`src/logic/rcmi_pkg.sv`:
```
/*
 * constants, sequencer states and the packed state record of the
 * reset, clock and mode initialisation block.
 * assumes: shared by the block's top module, the board model and the testbench.
 */
package rcmi_pkg;

  // ****************************************
  // widths
  // ****************************************
  localparam int AD_W   = 32;  // shared address/data bus
  localparam int CMD_W  = 9;   // command bus
  localparam int REG_AW = 8;   // register port address
  localparam int REG_DW = 32;  // register port data
  localparam int CNT_W  = 3;   // bus clock phase counter

  // ****************************************
  // fixed bus values and boot address
  // ****************************************
  localparam logic [CMD_W-1:0] CMD_COLD     = 9'h1D0;
  localparam logic [AD_W-1:0]  AD_COLD      = 32'h0000_0000;
  localparam logic [AD_W-1:0]  RESET_VECTOR = 32'hBFC0_0000;
  localparam logic [2:0]       UNCACHED_SEG = 3'h5;  // top address bits
  localparam int               SEG_HI       = 31;
  localparam int               SEG_LO       = 29;

  // ****************************************
  // register offsets and field positions
  // ****************************************
  localparam logic [REG_AW-1:0] OFS_CONFIG = 8'h00;  // read only
  localparam logic [REG_AW-1:0] OFS_STATUS = 8'h04;  // read/write
  localparam logic [REG_AW-1:0] OFS_SEQ    = 8'h08;  // read only
  localparam int CFG_BIG      = 0;
  localparam int CFG_PROTO    = 1;
  localparam int CFG_RATIO_LO = 2;
  localparam int CFG_TIMER    = 4;
  localparam int STS_REV      = 0;
  localparam int SEQ_STATE_LO = 0;
  localparam int SEQ_RUN      = 3;
  localparam int SEQ_MASTER   = 4;

  // ****************************************
  // core to bus clock ratios
  // ****************************************
  localparam logic [1:0]       RATIO_2   = 2'h0;
  localparam logic [1:0]       RATIO_2P5 = 2'h1;
  localparam logic [1:0]       RATIO_3   = 2'h2;
  localparam logic [1:0]       RATIO_4   = 2'h3;
  localparam logic [CNT_W-1:0] PER_2     = 3'h2;
  localparam logic [CNT_W-1:0] PER_3     = 3'h3;
  localparam logic [CNT_W-1:0] PER_4     = 3'h4;
  localparam logic [CNT_W-1:0] CNT_ONE   = 3'h1;

  // ****************************************
  // sequencer states and state record
  // ****************************************
  typedef enum logic [2:0] {
    S_PLL   = 3'b000,  // clock generator held in reset
    S_COLD  = 3'b001,  // cold reset held, fixed bus values
    S_ALIGN = 3'b010,  // waiting for first reference edge
    S_BOOT  = 3'b011,  // first fetch pending
    S_RUN   = 3'b100   // normal operation
  } rcmi_seq_t;

  typedef struct packed {
    rcmi_seq_t        state;
    logic             pll_s1, pll_s2, rst_s1, rst_s2;
    logic             ref_s1, ref_s2, ref_d;
    logic             proto_s1, proto_s2, order_s1, order_s2;
    logic             tdis_s1, tdis_s2;
    logic [1:0]       ratio_s1, ratio_s2;
    logic             proto, big, timer_en, rev, user_big;
    logic [1:0]       ratio;
    logic [CNT_W-1:0] cnt;
    logic             half_sel, bus_clk, bus_tick;
    logic             pll_init, core_run, master;
    logic [CMD_W-1:0] cmd_out;
    logic [AD_W-1:0]  ad_out;
    logic             ad_oe, cmd_oe, valid_n, release_n;
    logic             fetch_req, uncached;
    logic [AD_W-1:0]  fetch_addr;
    logic [REG_DW-1:0] rdata;
  } rcmi_state_t;

  localparam rcmi_state_t RESET_STATE = '{
    state: S_PLL, pll_init: 1'b1, cmd_out: CMD_COLD, ad_out: AD_COLD,
    ad_oe: 1'b1, cmd_oe: 1'b1, master: 1'b1, valid_n: 1'b1,
    release_n: 1'b1, default: '0};

endpackage

```
`src/logic/rcmi_top.sv`:
```
/*
 * reset sequencer, mode strap capture and bus clock generation.
 * assumes: clk is the core clock; every pin input is asynchronous
 * to it; user_mode comes from core logic on clk; board logic
 * sequences the two resets in the documented order.
 */
`timescale 1ns/1ps

module rcmi_top
  import rcmi_pkg::*;
(
  input  wire logic                        clk,
  input  wire logic                        arst_n,
  input  wire logic                        clk_en,
  input  wire logic                        pll_reset_n,
  input  wire logic                        full_reset_n,
  input  wire logic                        ref_clock_in,
  input  wire logic                        bus_protocol_select,
  input  wire logic [1:0]                  core_ratio_select,
  input  wire logic                        byte_order_strap,
  input  wire logic                        timer_irq_disable_n,
  input  wire logic                        user_mode,
  input  wire logic [rcmi_pkg::REG_AW-1:0] reg_addr,
  input  wire logic [rcmi_pkg::REG_DW-1:0] reg_wdata,
  input  wire logic                        reg_wr,
  input  wire logic                        reg_rd,
  output logic      [rcmi_pkg::REG_DW-1:0] reg_rdata,
  output logic                             pll_init_out,
  output logic                             core_clock_run,
  output logic                             bus_interface_clock,
  output logic                             bus_launch,
  output logic                             bus_master,
  output logic      [rcmi_pkg::AD_W-1:0]   sys_addr_data_bus_out,
  output logic                             sys_addr_data_bus_oe,
  output logic      [rcmi_pkg::CMD_W-1:0]  sys_command_bus_out,
  output logic                             sys_command_bus_oe,
  output logic                             proc_valid_out_n,
  output logic                             proc_release_n,
  output logic                             fetch_req,
  output logic      [rcmi_pkg::AD_W-1:0]   fetch_addr,
  output logic                             fetch_uncached,
  output logic                             protocol_mode,
  output logic                             big_order_flag,
  output logic                             active_big_order,
  output logic                             timer_irq_enable
);
  import rcmi_pkg::*;

  // ****************************************
  // state record
  // ****************************************
  rcmi_state_t      s_reg;    // registered state
  rcmi_state_t      s_next;   // next state
  logic             ref_rise; // reference clock rising edge seen
  logic [CNT_W-1:0] per;      // current bus clock period in cycles
  logic             phase_on; // bus clock generator running

  // ****************************************
  // next state
  // ****************************************
  // one process computes everything; clk_en low freezes it all
  always_comb begin
    s_next   = s_reg;
    ref_rise = s_reg.ref_s2 & ~s_reg.ref_d;
    phase_on = 1'b0;
    // 2.5 alternates periods of two and three core cycles
    case (s_reg.ratio)
      RATIO_2:   per = PER_2;
      RATIO_2P5: per = s_reg.half_sel ? PER_3 : PER_2;
      RATIO_3:   per = PER_3;
      RATIO_4:   per = PER_4;
      default:   per = PER_2;
    endcase
    if (clk_en) begin
      // two flops per pin, a third on the reference for edge detection; the first stage only feeds the second
      s_next.pll_s1   = pll_reset_n;
      s_next.pll_s2   = s_reg.pll_s1;
      s_next.rst_s1   = full_reset_n;
      s_next.rst_s2   = s_reg.rst_s1;
      s_next.ref_s1   = ref_clock_in;
      s_next.ref_s2   = s_reg.ref_s1;
      s_next.ref_d    = s_reg.ref_s2;
      s_next.proto_s1 = bus_protocol_select;
      s_next.proto_s2 = s_reg.proto_s1;
      s_next.ratio_s1 = core_ratio_select;
      s_next.ratio_s2 = s_reg.ratio_s1;
      s_next.order_s1 = byte_order_strap;
      s_next.order_s2 = s_reg.order_s1;
      s_next.tdis_s1  = timer_irq_disable_n;
      s_next.tdis_s2  = s_reg.tdis_s1;

      // pulses and read data last one cycle only
      s_next.fetch_req = 1'b0;
      s_next.bus_tick  = 1'b0;
      s_next.rdata     = '0;

      // register port: reads answer next cycle, unmapped read zero
      if (reg_rd) begin
        case (reg_addr)
          OFS_CONFIG: begin
            s_next.rdata[CFG_BIG]            = s_reg.big;
            s_next.rdata[CFG_PROTO]          = s_reg.proto;
            s_next.rdata[CFG_RATIO_LO +: 2]  = s_reg.ratio;
            s_next.rdata[CFG_TIMER]          = s_reg.timer_en;
          end
          OFS_STATUS: s_next.rdata[STS_REV] = s_reg.rev;
          OFS_SEQ: begin
            s_next.rdata[SEQ_STATE_LO +: 3] = s_reg.state;
            s_next.rdata[SEQ_RUN]           = s_reg.core_run;
            s_next.rdata[SEQ_MASTER]        = s_reg.master;
          end
          default: s_next.rdata = '0;
        endcase
      end
      // config is read only; writes there are dropped
      if (reg_wr && reg_addr == OFS_STATUS) begin
        s_next.rev = reg_wdata[STS_REV];
      end

      // order in force: reversed only while in user mode
      s_next.user_big = s_reg.big ^ (s_reg.rev & user_mode);

      case (s_reg.state)
        // clock generator held; leaves only once pll reset drops
        S_PLL: begin
          if (s_reg.pll_s2) begin
            s_next.state = S_COLD;
          end
        end
        // cold reset held; board keeps it long enough to lock
        S_COLD: begin
          if (s_reg.rst_s2) begin
            // straps caught once, at the release
            s_next.big      = s_reg.order_s2;
            s_next.proto    = s_reg.proto_s2;
            s_next.ratio    = s_reg.ratio_s2;
            s_next.timer_en = ~s_reg.tdis_s2;
            s_next.core_run = 1'b1;
            s_next.state    = S_ALIGN;
          end
        end
        // hold bus clock low until the reference edge arrives
        S_ALIGN: begin
          if (ref_rise) begin
            phase_on     = 1'b1;
            s_next.state = S_BOOT;
          end
        end
        S_BOOT, S_RUN: begin
          phase_on = 1'b1;
        end
        default: begin
          s_next.state = S_PLL;
        end
      endcase

      // bus clock counted off the core clock, realigned on every
      // reference edge so it keeps the reference phase
      if (phase_on) begin
        if (ref_rise) begin
          s_next.cnt      = '0;
          // take the longer half of a 2.5 pair until the next edge,
          // so the counter can never tick ahead of the reference
          s_next.half_sel = 1'b1;
          s_next.bus_tick = 1'b1;
        end else if (s_reg.cnt == per - CNT_ONE) begin
          s_next.cnt      = '0;
          s_next.half_sel = ~s_reg.half_sel;
          s_next.bus_tick = 1'b1;
        end else begin
          s_next.cnt = s_reg.cnt + CNT_ONE;
        end
        s_next.bus_clk = s_next.cnt < (per >> 1);
      end

      // outputs change only with a bus clock rising edge
      if (s_next.bus_tick) begin
        s_next.master  = 1'b1;
        s_next.ad_oe   = 1'b1;
        s_next.cmd_oe  = 1'b1;
        if (s_reg.state == S_BOOT) begin
          // reset vector on the bus and to the fetch unit
          s_next.ad_out     = RESET_VECTOR;
          s_next.fetch_req  = 1'b1;
          s_next.fetch_addr = RESET_VECTOR;
          s_next.uncached   =
            (RESET_VECTOR[SEG_HI:SEG_LO] == UNCACHED_SEG);
          s_next.state      = S_RUN;
        end
      end

      // either reset wins from any state; pll reset goes deepest
      if (!s_reg.rst_s2) begin
        s_next.state = S_COLD;
      end
      if (!s_reg.pll_s2) begin
        s_next.state = S_PLL;
      end

      // while held, run state and the reverse bit clear and the bus shows fixed values;
      // agents mid-transfer must be reset by the board to avoid a
      // fight on the shared bus
      if (s_next.state == S_PLL || s_next.state == S_COLD) begin
        s_next.core_run  = 1'b0;
        s_next.rev       = 1'b0;
        s_next.cnt       = '0;
        s_next.half_sel  = 1'b0;
        s_next.bus_clk   = 1'b0;
        s_next.bus_tick  = 1'b0;
        s_next.fetch_req = 1'b0;
        s_next.master    = 1'b1;
        s_next.ad_oe     = 1'b1;
        s_next.cmd_oe    = 1'b1;
        s_next.ad_out    = AD_COLD;
        s_next.cmd_out   = CMD_COLD;
        s_next.valid_n   = 1'b1;
        s_next.release_n = 1'b1;
      end
      s_next.pll_init = (s_next.state == S_PLL);
    end
  end

  // ****************************************
  // state register
  // ****************************************
  // single register on the core clock; reset loads a constant
  always_ff @(posedge clk or negedge arst_n) begin
    if (!arst_n) begin
      s_reg <= RESET_STATE;
    end else begin
      s_reg <= s_next;
    end
  end

  // ****************************************
  // outputs, all straight from the record
  // ****************************************
  assign reg_rdata             = s_reg.rdata;
  assign pll_init_out          = s_reg.pll_init;
  assign core_clock_run        = s_reg.core_run;
  assign bus_interface_clock   = s_reg.bus_clk;
  assign bus_launch            = s_reg.bus_tick;
  assign bus_master            = s_reg.master;
  assign sys_addr_data_bus_out = s_reg.ad_out;
  assign sys_addr_data_bus_oe  = s_reg.ad_oe;
  assign sys_command_bus_out   = s_reg.cmd_out;
  assign sys_command_bus_oe    = s_reg.cmd_oe;
  assign proc_valid_out_n      = s_reg.valid_n;
  assign proc_release_n        = s_reg.release_n;
  assign fetch_req             = s_reg.fetch_req;
  assign fetch_addr            = s_reg.fetch_addr;
  assign fetch_uncached        = s_reg.uncached;
  assign protocol_mode         = s_reg.proto;
  assign big_order_flag        = s_reg.big;
  assign active_big_order      = s_reg.user_big;
  assign timer_irq_enable      = s_reg.timer_en;

  // ****************************************
  // checks
  // ****************************************
  a_pll_reset_entry: assert property (
    @(posedge clk) disable iff (!arst_n)
    (clk_en && !s_reg.pll_s2) |=> (s_reg.state == S_PLL && s_reg.pll_init))
    else $error("pll reset did not hold clock generator");

  a_cold_clears: assert property (
    @(posedge clk) disable iff (!arst_n)
    (clk_en && s_reg.pll_s2 && !s_reg.rst_s2)
      |=> (s_reg.state == S_COLD && !s_reg.core_run && !s_reg.rev))
    else $error("cold reset left state behind");

  a_cold_bus_values: assert property (
    @(posedge clk) disable iff (!arst_n)
    (s_reg.state == S_COLD) |-> (s_reg.cmd_out == CMD_COLD
      && s_reg.valid_n && s_reg.release_n && s_reg.cmd_oe))
    else $error("wrong bus values while cold reset held");

  a_strap_capture: assert property (
    @(posedge clk) disable iff (!arst_n)
    (clk_en && s_reg.state == S_COLD && s_reg.rst_s2 && s_reg.pll_s2)
      |=> (s_reg.big == $past(s_reg.order_s2)
        && s_reg.timer_en == !$past(s_reg.tdis_s2)))
    else $error("straps not captured at release");

  a_flag_read_only: assert property (
    @(posedge clk) disable iff (!arst_n)
    (clk_en && reg_wr && reg_addr == OFS_CONFIG
      && s_reg.state == S_RUN && s_reg.rst_s2 && s_reg.pll_s2)
      |=> $stable(s_reg.big))
    else $error("config write changed the order flag");

  a_user_order: assert property (
    @(posedge clk) disable iff (!arst_n)
    clk_en |=> (s_reg.user_big
      == ($past(s_reg.big) ^ ($past(s_reg.rev) & $past(user_mode)))))
    else $error("user mode order wrong");

  a_first_edge: assert property (
    @(posedge clk) disable iff (!arst_n)
    (clk_en && s_reg.state == S_ALIGN && ref_rise
      && s_reg.rst_s2 && s_reg.pll_s2)
      |=> (s_reg.bus_clk && s_reg.bus_tick && s_reg.state == S_BOOT))
    else $error("first bus clock edge not aligned");

  a_boot_fetch: assert property (
    @(posedge clk) disable iff (!arst_n)
    s_reg.fetch_req |-> (s_reg.fetch_addr == RESET_VECTOR
      && s_reg.uncached && s_reg.bus_tick && s_reg.state == S_RUN))
    else $error("boot fetch wrong");

  a_run_master: assert property (
    @(posedge clk) disable iff (!arst_n)
    (s_reg.state == S_RUN) |-> (s_reg.master && s_reg.ad_oe
      && s_reg.cmd_oe && s_reg.core_run))
    else $error("not bus master while running");

  a_bus_launch: assert property (
    @(posedge clk) disable iff (!arst_n)
    (s_reg.state == S_RUN && !s_reg.bus_tick)
      |-> $stable(s_reg.ad_out))
    else $error("bus output moved off the bus clock edge");

  a_mode_capture: assert property (
    @(posedge clk) disable iff (!arst_n)
    (clk_en && s_reg.state == S_COLD && s_reg.rst_s2 && s_reg.pll_s2)
      |=> (s_reg.proto == $past(s_reg.proto_s2)
        && s_reg.ratio == $past(s_reg.ratio_s2)))
    else $error("protocol or ratio strap not captured");

  a_core_start: assert property (
    @(posedge clk) disable iff (!arst_n)
    $rose(s_reg.core_run)
      |-> (s_reg.state == S_ALIGN && $past(s_reg.rst_s2)))
    else $error("core clock started without cold release");

  a_sync_release: assert property (
    @(posedge clk) disable iff (!arst_n)
    (s_reg.state == S_COLD && !s_reg.rst_s2)
      |=> (s_reg.state != S_ALIGN && !s_reg.core_run))
    else $error("left cold reset before synced release");

  a_align_quiet: assert property (
    @(posedge clk) disable iff (!arst_n)
    (s_reg.state == S_ALIGN)
      |-> (!s_reg.bus_clk && !s_reg.bus_tick && !s_reg.fetch_req))
    else $error("bus clock ran before first reference edge");

  a_tick_high: assert property (
    @(posedge clk) disable iff (!arst_n)
    s_reg.bus_tick |-> (s_reg.bus_clk && s_reg.state != S_COLD
      && s_reg.state != S_PLL))
    else $error("bus clock low at its rising edge");

endmodule

```
`config.mk`:
```
export PLATFORM = sky130hd
export DESIGN_NAME = rcmi_top
export DESIGN_NICKNAME = d
export VERILOG_FILES = /design/src/logic/rcmi_pkg.sv /design/src/logic/rcmi_top.sv
export SDC_FILE = /design/constraint.sdc
export NUM_CORES = 1
export LEC_CHECK = 0
export BUFFER_PORTS_ARGS = -buffer_cell sky130_fd_sc_hd__buf_2
export CAP_MARGIN = 20
export CORE_UTILIZATION = 49
export CTS_BUF_LIST = sky130_fd_sc_hd__clkbuf_2 sky130_fd_sc_hd__clkbuf_4 sky130_fd_sc_hd__clkbuf_8
export DETAILED_ROUTE_END_ITERATION = 12
export PLACE_DENSITY = 0.95
export SKIP_CTS_REPAIR_TIMING = 1
export SLEW_MARGIN = 25
export SYNTH_ARGS = -nofsm -noshare
export SYNTH_HDL_FRONTEND = slang
export SYNTH_SLANG_ARGS = --single-unit
```
`constraint.sdc`:
```
create_clock -name clk -period 3.9 [get_ports clk]
set_input_delay 0.195 -clock clk [delete_from_list [all_inputs] [get_ports clk]]
set_output_delay 0.195 -clock clk [all_outputs]
set_load 0.01 [all_outputs]
```
==> summary.txt, run 1 <==
Status
  • Outcome: completed

Setup path
  • Critical path class: reg2reg
  • Critical path capture point type: register
  • Reg2reg setup slack: ~1.5 ns
  • R2r endpoint: bus_interface_clock$_DFFE_PN0P_
  • Critical Path Start Type: register
  • Worst r2r path cells: 8
  • Reg2Reg Launch Point: s_reg[117]$_DFFE_PN0P_
  • CP arrival: about 2.7 ns
  • CP max FO: 7
  • Worst EP required: between 4 and 5 ns

GRT
  • First-pass GRT wire length: 7730 um
  • Met2 usage: between 20% and 30%
  • Vias in the first global route: between 1500 and 2000
  • Global route overflow: 0
  • Largest net degree at the start of global routing: between 40 and 50
  • Antenna violations before repair: 0
  • Busiest grt layer: met2
  • Met3 usage: a little under 3%
  • Met1 Usage GRT: between 10% and 20%
  • Total GRT Usage: between 15 and 20%

Place
  • GPL Wtd Cong: about 0.84
  • Placed insts: roughly 390
  • Port Buffer Count: 55
  • HPWL after detailed placement: 3700 um

Synthesis
  • Compound-Gate Fraction of Synth Area: between 10% and 20%
  • Synthesized area per cell: 9.77 um2
  • Async SR Flop Fraction: 100%
  • Post-synth EDFFs: 0
  • Post-Syn Area: ~2900 um2
  • Mux cell area share after synthesis: a little under a tenth
  • Post-Synth Adder-Cell Area: less than 1%
  • Register bit total from synthesis: 43
  • Largest family of logic cells by synthesized area: buffers and inverters
  • Synth unique cells: 50
  • Post-synthesis sequential area ratio: 36.6%
  • Yosys warning total: 0
  • Post-synthesis simple-gate area fraction: 8.94%
  • Main synth FF type: dfrtp_1
  • Mapped Cells: 301
  • Xor and xnor fraction of the mapped netlist area: less than 1%

Routing
  • WL final: between 4000 and 5000 um
  • DR DRC count: 0
  • Drt wl/cell: about 12 um
  • First-pass iteration count of the detailed router: 4
  • ANT nets after route: 0
  • Vias/cell: about 4.7
  • 1st-iter DRT viols: 48
  • Routed via count: approximately 1900

Timing
  • Final Hold Viols: 0
  • Unrepaired setup endpoints after global routing: no
  • Setup-failing EPs final: 0
  • Setup TNS: 0 ns
  • Fin crit period: around 2.4 ns
  • Max Freq: ~400 MHz
  • Setup Skew: 0.00813 ns
  • Tcrit/Tclk final: 62.6%
  • Hold Slack: 0.0339 ns
  • Slew HR: 39.1%
  • Worst-margin pin slew: 0.913 ns
  • Slew Viols, Final: 0

Floorplan
  • Total die area: ~6300 um2
  • Die H: between 70 and 80 um
  • Row count: 27
  • Placeable Area: approximately 5600 um2
  • Initial Utilization: approximately 52%
  • I/O Pins: 174
  • Die width: 79.5 um

Final layout
  • Max reg flops: 27
  • Area growth syn-to-layout: -2.64%
  • Multi-input logic area: ~1300 um2
  • Fin cells: around 400
  • Fillers: roughly 530
  • Commonest cells after routing, fill and taps aside: 87 x conb_1, 55 x buf_2, 42 x dfrtp_1, 21 x mux2_2, 19 x nand2_1
  • FF+latch area: around 1100 um2
  • Commonest non-fill, non-tap cell in the layout: conb_1
  • N_diodes: 0
  • Share of post-route cells with drive strength above 1: 29.1%
  • Fin nets: slightly below 400

Worst hold path
  • HP Class: in2async

Power
  • Tot Pwr: 1.18 mW
  • Pleak: roughly 1.5 nW
  • PD cells: between 400 and 500 nW/um2
  • Max IR drop VDD: 258 uV

Clocking
  • Buffer levels on the longest clock path: 2
  • Clock latency on the worst-skew pair: 0.29 ns
  • TritonCTS clock tree: built
  • Clock buffers created by TritonCTS: 5
  • # H-tree levels: 2
  • Clock sink count: 43
  • Worst-path clk slew: about 0.08 ns
  • Clock root buffer: clkbuf_8

Flow run
  • Max cap viols: 0
## kinds of logic (layout without fill, tap and decap cells)
logic type / after synthesis / after routing
buffers and inverters: 134 / 78
multiplexers: 25 / 25
other: 2 / 87
flip-flops: 43 / 43
AND/OR/NAND/NOR: 51 / 51
adder cells (fa/ha/maj): 2 / 2
XOR/XNOR: 2 / 2
AO/OA/AOI/OAI: 42 / 42
## critical path, cell delays in order (launching register included)
cell,delay (ns)
dfrtp_1,0.45
inv_1,0.08
a2111o_1,0.48
a31oi_4,0.34
nor2_1,0.10
ha_1,0.30
a31o_2,0.25
a311oi_2,0.18
a32o_2,0.20
## per-layer routing
layer / wire, um / vias up
met2: 2590 / 101
met1: 1900 / 919
met5: 0 / -
li1: - / 874
met3: 306 / 12
met4: 129 / 0
## synthesized netlist by cell type, types with 4 or more instances
library cell | count | area share, %
mux2_2 | 21 | 8.0
buf_4 | 110 | 28
mux2i_1 | 4 | 1.4
nand2b_1 | 4 | 0.85
nor2_1 | 5 | 0.64
o22ai_1 | 6 | 1.3
o21ai_0 | 8 | 1.4
dfrtp_1 | 42 | 36
nand4_1 | 5 | 1.1
nand2_1 | 19 | 2.4
inv_1 | 13 | 1.7
buf_1 | 4 | 0.51
nand3_1 | 4 | 0.68
## power by group
part	total [mW]	switching, mW	internal (mW)	leakage, nW
logic	0.280	0.164	0.116	0.863
registers	0.584	0.0756	0.508	0.539
clock network	0.313	0.144	0.169	0.0549
## per-stage QoR
step | cell area, um2 | setup WS [ns] | util [%]
detailed placement | 2760 | 1.49 | 48.9
finish | 2860 | 1.46 | 50.7
floorplan | 3260 | 1.68 | -
global route | 2860 | 1.31 | 50.7
CTS | 2860 | 1.45 | 50.7
global placement | 2760 | 1.44 | 48.9
## cell type report
class,instances,area share [%]
Clock buffer,8,3.63
Inverter,14,1.84
Multi-Input combinational cell,209,43.9
Sequential cell,43,37.6
Tap cell,72,3.15
Timing Repair Buffer,56,9.88
## how the worst max path moves through the flow
stage | start | to | cells past startpoint
2_1_floorplan | s_reg[117]$_DFFE_PN0P_ | bus_interface_clock$_DFFE_PN0P_ | 8
3_3_place_gp | s_reg[117]$_DFFE_PN0P_ | bus_interface_clock$_DFFE_PN0P_ | 8
3_5_place_dp | s_reg[117]$_DFFE_PN0P_ | bus_interface_clock$_DFFE_PN0P_ | 8
4_1_cts | s_reg[117]$_DFFE_PN0P_ | bus_interface_clock$_DFFE_PN0P_ | 8
5_1_grt | s_reg[117]$_DFFE_PN0P_ | bus_interface_clock$_DFFE_PN0P_ | 8
6_report | s_reg[117]$_DFFE_PN0P_ | bus_interface_clock$_DFFE_PN0P_ | 8
Note: power is estimated with default switching activity, not from simulation.
==> run 2, diff against run 1 <==
--- a/config.mk
+++ b/config.mk
@@ -7,10 +7,10 @@
 export LEC_CHECK = 0
 export BUFFER_PORTS_ARGS = -buffer_cell sky130_fd_sc_hd__buf_2
 export CAP_MARGIN = 20
-export CORE_UTILIZATION = 49
+export CORE_UTILIZATION = 41
 export CTS_BUF_LIST = sky130_fd_sc_hd__clkbuf_2 sky130_fd_sc_hd__clkbuf_4 sky130_fd_sc_hd__clkbuf_8
 export DETAILED_ROUTE_END_ITERATION = 12
-export PLACE_DENSITY = 0.95
+export PLACE_DENSITY = 0.86
 export SKIP_CTS_REPAIR_TIMING = 1
 export SLEW_MARGIN = 25
 export SYNTH_ARGS = -nofsm -noshare
==> constraint.sdc (replaced) <==
create_clock -name clk -period 2.15 [get_ports clk]
set_input_delay 0.1075 -clock clk [delete_from_list [all_inputs] [get_ports clk]]
set_output_delay 0.1075 -clock clk [all_outputs]
set_load 0.01 [all_outputs]
==> summary.txt, run 2 (synthesized netlist as in run 1, its figures left out) <==
Timing
  • Slew HR: 52.6% (was 39.1%)
  • Setup-failing EPs final: 0 (unchanged)
  • Setup TNS: 0 ns (unchanged)
  • Final Hold Viols: 0 (unchanged)
  • Max Freq: 475 MHz (was 409 MHz)
  • Tcrit/Tclk final: 97.8% (was 62.6%)
  • Worst-margin pin slew: 0.701 ns (was 0.913 ns)
  • Setup Skew: 0.0112 ns (was 0.00813 ns)
  • Slew Viols, Final: 0 (unchanged)
  • Fin crit period: 2.10 ns (was 2.44 ns)
  • Unrepaired setup endpoints after global routing: yes (was no)

Final layout
  • Fin nets: 399 (was 385)
  • Commonest non-fill, non-tap cell in the layout: conb_1 (unchanged)
  • Commonest cells after routing, fill and taps aside: 87 x conb_1, 54 x buf_2, 40 x dfrtp_1, 21 x mux2_2, 19 x nand2_1 (was 87 x conb_1, 55 x buf_2, 42 x dfrtp_1, 21 x mux2_2, 19 x nand2_1)
  • Share of post-route cells with drive strength above 1: 32.8% (was 29.1%)
  • Core Util, Final: 43.8% (was 50.7%)
  • Fillers: 668 (was 529)
  • Area growth syn-to-layout: 2.43% (was -2.64%)
  • Multi-input logic area: 1270 um2 (was 1260 um2)
  • Max reg flops: 27 (unchanged)
  • N_diodes: 0 (unchanged)
  • FF+latch area: 1080 um2 (about the same)

Place
  • HPWL after detailed placement: 3850 um (was 3700 um)
  • GPL Wtd Cong: 0.888 (was 0.842)
  • Port Buffer Count: 55 (unchanged)

Clocking
  • TritonCTS clock tree: built (unchanged)
  • Worst-path clk slew: 0.09 ns (was 0.08 ns)
  • Clock latency on the worst-skew pair: 0.30 ns (was 0.29 ns)
  • Clock root buffer: clkbuf_8 (unchanged)
  • Clock sink count: 43 (unchanged)
  • Buffer levels on the longest clock path: 2 (unchanged)
  • Clock buffers created by TritonCTS: 5 (unchanged)
  • # H-tree levels: 2 (unchanged)

Setup path
  • Cell family with most CP delay: compound AO/OA/AOI/OAI gates (unchanged)
  • Worst r2r path cells: 7 (was 8)
  • R2r endpoint: bus_interface_clock$_DFFE_PN0P_ (unchanged)
  • CP arrival: 2.35 ns (was 2.67 ns)
  • Slowest cell on crit path: a2111o_1 (unchanged)
  • Slowest stage delay, CP: 0.48 ns (about the same)
  • Crit-path cells: a2111o_1 > a31oi_4 > nor2_2 > ha_1 > a31o_2 > a311oi_2 > a32o_2 (was inv_1 > a2111o_1 > a31oi_4 > nor2_1 > ha_1 > a31o_2 > a311oi_2 > a32o_2)
  • Reg2reg setup slack: 0.05 ns (was 1.46 ns)
  • Buffer and inverter count on the worst path: 0 (was 1)
  • CP max FO: 4 (was 7)
  • Worst EP required: 2.40 ns (was 4.13 ns)
  • Critical path capture point type: register (unchanged)
  • Reg2Reg Launch Point: s_reg[116]$_DFFE_PN0P_ (was s_reg[117]$_DFFE_PN0P_)
  • Critical Path Start Type: register (unchanged)
  • Critical path class: reg2reg (unchanged)

Routing
  • Vias/cell: 4.40 (was 4.74)
  • DR DRC count: 0 (unchanged)
  • Routed via count: 1936 (was 1906)
  • WL final: 5020 um (was 4930 um)
  • Met3 Wirelength: 256 um (was 306 um)
  • Metal2 WL: 2470 um (was 2590 um)
  • 1st-iter DRT viols: 54 (was 48)
  • Drt wl/cell: 11.4 um (was 12.3 um)
  • First-pass iteration count of the detailed router: 4 (unchanged)
  • Max layer used: met4 (unchanged)
  • Met1 wire length: 2240 um (was 1900 um)
  • ANT nets after route: 0 (unchanged)

Worst hold path
  • Min-delay src: byte_order_strap
  • HP Class: in2reg (was in2async)
  • Hold Crit Endpoint: s_reg[134]$_DFFE_PN0P_
  • Hold Crit Depth: 2

GRT
  • Global route overflow: 0 (unchanged)
  • Antenna violations before repair: 0 (unchanged)
  • Largest net degree at the start of global routing: 44 (unchanged)
  • Total GRT Usage: 13.3% (was 15.8%)
  • First-pass GRT wire length: 7860 um (was 7730 um)
  • Vias in the first global route: 1614 (was 1714)

Power
  • Pleak: 1.51 nW (was 1.46 nW)
  • Max IR drop VDD: 634 uV (was 258 uV)
  • PD cells: 718 nW/um2 (was 411 nW/um2)
  • Tot Pwr: 2.16 mW (was 1.18 mW)

Floorplan
  • Row count: 30 (was 27)
  • Die width: 86.7 um (was 79.5 um)
  • Initial Utilization: 42.8% (was 52.1%)
  • Placeable Area: 6870 um2 (was 5640 um2)
  • Die H: 86.7 um (was 79.5 um)
  • I/O Pins: 174 (unchanged)
  • Total die area: 7510 um2 (was 6310 um2)

Status
  • Outcome: completed (unchanged)

Flow run
  • Max cap viols: 0 (unchanged)
==> run 2: cell types whose count changed in the layout (fill, tap and decap cells not counted), moves of 2 or more <==
cell | before | now
buf_4 | 1 | 15
clkinvlp_4 | 0 | 2
dfrtp_1 | 42 | 40
clkbuf_8 | 7 | 5
dfrtp_2 | 0 | 2
==> run 2: layout make-up <==
class                   count  area share [%]
inverters                  14            1.74
well taps                  96            3.99
multi-input cells         209            42.3
repair buffers             70            13.0
flip-flops and latches     43            35.9
clock inverters             3           0.789
clock buffers               5            2.29
==> run 2: worst reg2reg max path, delay by kind of cell, from the launching register on <==
kind	cells	cell delay, ns
compound gates	5	1.26
flops	1	0.44
fa+ha+maj	1	0.28
simple gates	1	0.06
==> run 2: routing by layer <==
| metal | up-vias | GRT usage, % |
|---|---|---|
| met5 | - | 0 |
| met4 | 0 | 3.94 |
| met3 | 7 | 2.38 |
| met2 | 98 | 21.9 |
| met1 | 923 | 18.0 |
| li1 | 908 | - |
==> run 2: report_power, final <==
part | leakage [nW] | switching (mW) | internal [mW]
clock | 0.0408 | 0.300 | 0.232
sequential | 0.537 | 0.0992 | 0.924
combinational | 0.932 | 0.345 | 0.262
total | 1.51 | 0.744 | 1.42
==> run 2: stage by stage <==
step	cells	setup slack, ns	hold WS [ns]	cell area (um2)
detailed placement	429	-0.0193	0.302	2880
finish	440	0.0467	0.0363	3010
floorplan	386	0.00280	-0.188	3270
CTS	437	-0.0316	-0.0272	2970
global route	440	-0.0428	0.0282	3010
global placement	429	0.00147	0.290	2880
==> run 2: worst max-delay path by stage <==
stage                                start                         endpoint  slack, ns  depth (start not counted)
finish              s_reg[116]$_DFFE_PN0P_  bus_interface_clock$_DFFE_PN0P_       0.05                          7
global route        s_reg[117]$_DFFE_PN0P_  bus_interface_clock$_DFFE_PN0P_      -0.04                          8
CTS                 s_reg[117]$_DFFE_PN0P_  bus_interface_clock$_DFFE_PN0P_      -0.03                          8
detailed placement  s_reg[117]$_DFFE_PN0P_  bus_interface_clock$_DFFE_PN0P_      -0.02                          8
global placement    s_reg[117]$_DFFE_PN0P_  bus_interface_clock$_DFFE_PN0P_      0.001                          8
floorplan           s_reg[117]$_DFFE_PN0P_  bus_interface_clock$_DFFE_PN0P_      0.003                          8
